--- src/acx_pkg.sv ---
package acx_pkg;
   // ****************************************************************
   // widths and constants
   // ****************************************************************
   localparam int DATA_W = 8;   // data path width
   localparam int ADDR_W = 8;   // data memory address width
   localparam int PC_W = 12;    // program counter width
   localparam int BIT_W = 3;    // bit select width
   localparam int DEPTH = 160;  // data memory bytes
   localparam int WDT_W = 16;   // watchdog counter width
   localparam logic [DATA_W-1:0] BYTE_ZERO = 8'h00;
   localparam logic [PC_W-1:0] PC_STEP = 12'h001;
   localparam logic [PC_W-1:0] PC_RESET = 12'h000;
   localparam logic [WDT_W-1:0] WDT_ZERO = 16'h0000;
   localparam logic [WDT_W-1:0] WDT_STEP = 16'h0001;

   // ****************************************************************
   // operations handled by this block
   // ****************************************************************
   typedef enum logic [3:0] {
      OP_NONE = 4'h0,
      OP_AND_MEM = 4'h1,
      OP_AND_IMM = 4'h2,
      OP_AND_INTO_MEM = 4'h3,
      OP_CALL = 4'h4,
      OP_ZERO_FILL = 4'h5,
      OP_ZERO_FILL_BIT = 4'h6,
      OP_BITWISE_INVERT = 4'h7,
      OP_WATCHDOG_RESTART = 4'h8,
      OP_WATCHDOG_PRECLEAR_FIRST = 4'h9,
      OP_WATCHDOG_PRECLEAR_SECOND = 4'ha
   } acx_op_e;

   // preclear pairing state, one-hot
   typedef enum logic [2:0] {
      PC_IDLE = 3'b001,
      PC_GOT_FIRST = 3'b010,
      PC_GOT_SECOND = 3'b100
   } acx_pre_e;

   // one decoded instruction
   typedef struct packed {
      logic valid;
      acx_op_e op;
      logic [ADDR_W-1:0] addr;
      logic [DATA_W-1:0] imm;
      logic [BIT_W-1:0] bit_sel;
      logic [PC_W-1:0] target;
   } acx_instr_s;

   // status flags
   typedef struct packed {
      logic timeout_flag;
      logic power_down_flag;
      logic zero;
      logic carry;
      logic aux_carry;
      logic overflow;
   } acx_flags_s;
endpackage

--- src/acx_exec.sv ---
`timescale 1ns/1ps
module acx_exec
   import acx_pkg::*;
(
   input wire logic sys_clk,
   input wire logic rst,
   input wire acx_instr_s instr,
   input wire logic wdt_timeout,
   input wire logic power_down,
   input wire logic [DATA_W-1:0] acc_load,
   input wire logic acc_load_en,
   output logic [DATA_W-1:0] acc,
   output acx_flags_s flags,
   output logic [PC_W-1:0] pc,
   output logic [PC_W-1:0] stack_top,
   output logic push_pulse,
   output logic [WDT_W-1:0] watchdog_counter,
   output logic mem_we,
   output logic [ADDR_W-1:0] mem_waddr,
   output logic [DATA_W-1:0] mem_wdata
);
   // ****************************************************************
   // data memory and execution state
   // ****************************************************************
   // the byte array has no reset, so software must fill it before use
   logic [DATA_W-1:0] mem_q [DEPTH];   // data bytes
   logic [DATA_W-1:0] acc_q, acc_d;    // working register
   acx_flags_s flags_q, flags_d;       // status flags
   logic [PC_W-1:0] pc_q, pc_d;        // program counter
   logic [PC_W-1:0] stk_q, stk_d;      // last pushed return address
   logic push_q, push_d;               // push strobe
   logic [WDT_W-1:0] wdt_q, wdt_d;     // watchdog counter
   acx_pre_e pre_q, pre_d;             // preclear pairing
   logic we_q, we_d;                   // memory write strobe
   logic [ADDR_W-1:0] wa_q, wa_d;      // memory write address
   logic [DATA_W-1:0] wd_q, wd_d;      // memory write data
   logic [DATA_W-1:0] rd;              // operand byte read
   logic [DATA_W-1:0] bit_mask;        // one-hot bit select
   logic wdt_clear;                    // watchdog cleared this cycle

   // out-of-range addresses read as zero rather than index past the array
   assign rd = (instr.addr < DEPTH) ? mem_q[instr.addr] : BYTE_ZERO;

   // per-bit select mask
   // one compare per bit keeps it flat, no barrel shifter needed
   generate
      for (genvar i = 0; i < DATA_W; i++) begin : g_mask
         assign bit_mask[i] = (instr.bit_sel == BIT_W'(i));
      end
   endgenerate

   // ****************************************************************
   // next-state computation
   // ****************************************************************
   always_comb begin
      // defaults: hold state, step the pc, run the watchdog, strobes low
      // strobes fall back to low here so each lasts one cycle
      acc_d = acc_q;
      flags_d = flags_q;
      pc_d = pc_q + PC_STEP;
      stk_d = stk_q;
      push_d = 1'b0;
      wdt_d = wdt_q + WDT_STEP;
      pre_d = pre_q;
      we_d = 1'b0;
      wa_d = instr.addr;
      wd_d = BYTE_ZERO;
      wdt_clear = 1'b0;
      // outside events from the watchdog and halt logic, and the working register preload
      if (wdt_timeout) begin
         flags_d.timeout_flag = 1'b1;
      end
      if (power_down) begin
         flags_d.power_down_flag = 1'b1;
      end
      if (acc_load_en) begin
         acc_d = acc_load;
      end
      // an idle slot holds pc and strobes nothing; watchdog, outside events and the write address still move
      if (!instr.valid) begin
         pc_d = pc_q;   // no instruction, hold the counter
      end else begin
         unique case (instr.op)
            // and with a data byte, result into the working register
            OP_AND_MEM: begin
               acc_d = acc_q & rd;
               flags_d.zero = ((acc_q & rd) == BYTE_ZERO);
            end
            // and with the immediate carried in the instruction
            OP_AND_IMM: begin
               acc_d = acc_q & instr.imm;
               flags_d.zero = ((acc_q & instr.imm) == BYTE_ZERO);
            end
            // and result goes back to memory, working register kept
            OP_AND_INTO_MEM: begin
               we_d = 1'b1;
               wd_d = acc_q & rd;
               flags_d.zero = ((acc_q & rd) == BYTE_ZERO);
            end
            // push the return address, then jump whatever the flags
            OP_CALL: begin
               stk_d = pc_q + PC_STEP;
               push_d = 1'b1;
               pc_d = instr.target;
            end
            // whole byte to zero, no flag moves
            OP_ZERO_FILL: begin
               we_d = 1'b1;
               wd_d = BYTE_ZERO;
            end
            // read-modify-write of one bit, the other seven kept
            OP_ZERO_FILL_BIT: begin
               we_d = 1'b1;
               wd_d = rd & ~bit_mask;
            end
            // complement in place, zero flag follows the result
            OP_BITWISE_INVERT: begin
               we_d = 1'b1;
               wd_d = ~rd;
               flags_d.zero = (~rd == BYTE_ZERO);
            end
            // single restart also forgets any half-done preclear pair
            OP_WATCHDOG_RESTART: begin
               wdt_clear = 1'b1;
               pre_d = PC_IDLE;
            end
            // first of a preclear pair
            OP_WATCHDOG_PRECLEAR_FIRST: begin
               // only the alternate partner completes the pair
               if (pre_q == PC_GOT_SECOND) begin
                  wdt_clear = 1'b1;
                  pre_d = PC_IDLE;
               end else begin
                  pre_d = PC_GOT_FIRST;
               end
            end
            // second of a preclear pair
            OP_WATCHDOG_PRECLEAR_SECOND: begin
               // a repeat of the same half only restarts the pairing
               if (pre_q == PC_GOT_FIRST) begin
                  wdt_clear = 1'b1;
                  pre_d = PC_IDLE;
               end else begin
                  pre_d = PC_GOT_SECOND;
               end
            end
            default: begin
            end
         endcase
      end
      // a clear by instruction overrides a coincident timeout event
      if (wdt_clear) begin
         wdt_d = WDT_ZERO;
         flags_d.timeout_flag = 1'b0;
         flags_d.power_down_flag = 1'b0;
      end
   end

   // ****************************************************************
   // registers
   // ****************************************************************
   // sync reset; otherwise every register just loads its next value
   always_ff @(posedge sys_clk) begin
      if (rst) begin
         acc_q <= BYTE_ZERO;
         flags_q <= '0;
         pc_q <= PC_RESET;
         stk_q <= PC_RESET;
         push_q <= 1'b0;
         wdt_q <= WDT_ZERO;
         pre_q <= PC_IDLE;
         we_q <= 1'b0;
         wa_q <= '0;
         wd_q <= BYTE_ZERO;
      end else begin
         acc_q <= acc_d;
         flags_q <= flags_d;
         pc_q <= pc_d;
         stk_q <= stk_d;
         push_q <= push_d;
         wdt_q <= wdt_d;
         pre_q <= pre_d;
         we_q <= we_d;
         wa_q <= wa_d;
         wd_q <= wd_d;
      end
   end

   // memory array, no reset so it maps onto plain storage
   // a write past the array is dropped, the strobe still echoes
   always_ff @(posedge sys_clk) begin
      if (!rst && we_d && instr.addr < DEPTH) begin
         mem_q[instr.addr] <= wd_d;
      end
   end

   // ****************************************************************
   // outputs
   // ****************************************************************
   // every output is a register, no logic sits after the flip-flops
   assign acc = acc_q;
   assign flags = flags_q;
   assign pc = pc_q;
   assign stack_top = stk_q;
   assign push_pulse = push_q;
   assign watchdog_counter = wdt_q;
   assign mem_we = we_q;
   assign mem_waddr = wa_q;
   assign mem_wdata = wd_q;
endmodule

--- config.mk ---
export PLATFORM = sky130hd
export DESIGN_NAME = acx_exec
export DESIGN_NICKNAME = d
export VERILOG_FILES = /design/src/acx_pkg.sv /design/src/acx_exec.sv
export SDC_FILE = /design/constraint.sdc
export NUM_CORES = 1
export LEC_CHECK = 0
export BUFFER_PORTS_ARGS = -buffer_cell sky130_fd_sc_hd__buf_2
export CORE_MARGIN = 4
export CORE_UTILIZATION = 40
export CTS_CLUSTER_DIAMETER = 40
export DETAILED_ROUTE_END_ITERATION = 16
export PLACE_DENSITY = 0.64
export REMOVE_ABC_BUFFERS = 1
export SYNTH_ARGS = -nofsm -noshare
export SYNTH_HDL_FRONTEND = slang
export SYNTH_SLANG_ARGS = --single-unit
--- constraint.sdc ---
create_clock -name sys_clk -period 15.3 [get_ports sys_clk]
set_clock_uncertainty 0.1 [all_clocks]
set_input_delay 3.06 -clock sys_clk [delete_from_list [all_inputs] [get_ports sys_clk]]
set_output_delay 3.06 -clock sys_clk [all_outputs]
set_load 0.01 [all_outputs]
==> run metrics <==
count of cell types in the netlist=67; Net count, final=2972; register area=0.0399 mm2; DIE AREA=0.139 mm2; CP Data Arrival Time=9530 ps; post-synthesis sequential element count=1352; RSZ-0062 raised after global routing=no; Hold Path Class=flip-flop to flip-flop; input/output buffers=117; Worst Tran Pin Value=1480 ps; hold slack=372 ps; Slew HR=0.00434; final instance area=0.0610 mm2; largest net degree at the start of global routing=105; reg2reg path depth=10; number of synthesized flops with an enable pin=1280; cell taking the most area after synthesis=edfxtp_1; Final Cycle Share=0.600; Synth Instances=2743; routed vias/inst=5.82; post-CTS sizing=0; Final WS setup=6120 ps; most frequent cell after synthesis=edfxtp_1; Fmax=109 MHz; Placeable Area=0.132 mm2; Syn Area/Cell=19.3 um2; H-tree levels=4; peak supply drop=94.0 uV; root buf cell=clkbuf_16; GRT Total Usage=0.201; CTS Buf Count=161; Non-Filler Instances=4820; CP endpoint kind=flip-flop; endpoints failing hold=0; hold depth=2; # Max-Cap Violations=1; P_leak=20.8 nW; area of placed instances=0.0556 mm2; number of global-route vias before repair=27847; latest clock arrival within the worst-skew pair=780 ps; Final ANT Viol Nets=0; Starting Density=0.403; sequential share of the synthesized area=0.751; Post-Place Setup Slack=5310 ps; largest fanout on the critical path=72; Final GP Congestion=0.903; # DRC=0; TritonCTS Sinks=1352; CTS clk-pin slew, worst paths=50 ps; post-DR wirelength/cell=28.8 um; # placed instances=4512; layout overhead on the synthesized area=15.0%; Post-CTS Setup Inserts=0; CTS tree=built; end-of-flow core utilization=0.464; initial antenna violation count=9; first-pass GRT wire length=200000 um; # fillers=10916; cell types with the highest counts after synthesis=1280 x edfxtp_1, 301 x mux4_2, 251 x nor2_1; # setup viols final=0; failing checks=capacitance limit; Post-DP HPWL=83700 um; grt ovf=0; CP Launch Type=input port; setup TNS=0 ps; Syn Std Cell Area=0.0531 mm2; status=complete, but fails checks; Cell Pwr Density=134 mW/mm2; Synth area leaders=edfxtp_1 72%, mux4_2 13%, dfxtp_1 2.7%; IO Pins=121; min cycle time layout=9180 ps; DRT iter0 DRCs=3401; buffer depth of the longest clock path=3; Ys Warns=0; Critical Path RT=15650 ps; Die Y-Extent=372 um; ys async rst share=0; top-area cell type share of the netlist area=0.724; Pre-antenna DRT Iters=6; area of the multi-input gates=0.0124 mm2; layout cells sized above 1=0.251; Primary FF master, synth=edfxtp_1; final wirelength=139000 um; vias=28042; Slew Limit Fails=0; Tot Pwr=8.16 mW; CTS Hold Bufs=0; FP Rows=133; worst setup path class=input port to flip-flop; Horiz. Die Dim=372 um
-- logic make-up (layout without fill, tap and decap cells) --
logic type | Yosys count | after routing | share of synthesized area
muxes | 385 | 385 | 0.144
adders and majority gates | 2 | 2 | 0.000471
buffers and inverters | 172 | 482 | 0.0172
DFF | 1352 | 1352 | 0.751
other | 1 | 13 | 0.0000707
and+or+nand+nor | 493 | 493 | 0.0417
AOI/OAI and AO/OA | 319 | 319 | 0.0421
xor gates and xnor gates | 19 | 19 | 0.00314
-- layout make-up --
type                    count  share of cell area
clock inverters           108              0.0181
repair buffers            173              0.0181
inverters                  12            0.000738
clock buffers             189              0.0698
diodes                     10            0.000410
multi-input cells        1221               0.203
flip-flops and latches   1352               0.654
well taps                1755              0.0360
-- final timing paths --
path,from,slack (ps),end
min reg2reg,stack_top[1],370,stack_top[1]
max reg2reg,mem_q[63][4],9820,mem_q[60][4]
min,stack_top[1],370,stack_top[1]
max,instr[24],6120,mem_q[60][4]
-- worst max-delay path, cell delays in order --
cell,delay (ps)
buf_8,380
buf_4,810
buf_4,760
mux4_2,420
a22oi_1,330
a21oi_1,130
o41ai_1,660
a41o_1,330
a211oi_1,70
a21o_1,210
nor2_4,880
buf_4,590
buf_4,700
-- layer usage --
metal,global-route usage,part of all wire
met1,0.284,0.40
met3,0.0617,0.12
met5,0.00392,0.00023
met4,0.0659,0.028
met2,0.297,0.45
-- sequential cells by signal, indices dropped and copies added (netlist names), 8 cells and up --
signal	cells
mem_q	1280
pc	12
mem_wdata	8
mem_waddr	8
watchdog_counter	16
acc	8
stack_top	12
-- power breakdown --
group          switching, mW  internal [mW]
sequential           0.00662           4.01
clock                   1.56           2.26
combinational          0.204          0.116
total                   1.77           6.38
-- cells in the final DEF, fill, tap and decap left out, drive strengths merged, types with 10 or more instances in the layout --
cell type,instances
and2,12
inv,37
xnor2,12
a22o,21
a221oi,10
mux4,301
bufinv,14
buf,173
a211oi,18
diode,10
clkbuf,189
edfxtp,1280
a31oi,17
mux2i,75
dfxtp,72
nand3,36
nand4,19
nor3,21
nand2,79
a22oi,107
o21ai,36
clkinvlp,10
clkinv,59
nor2,251
nor2b,26
nand2b,12
a21oi,56
Note: power is estimated with default switching activity, not from simulation.
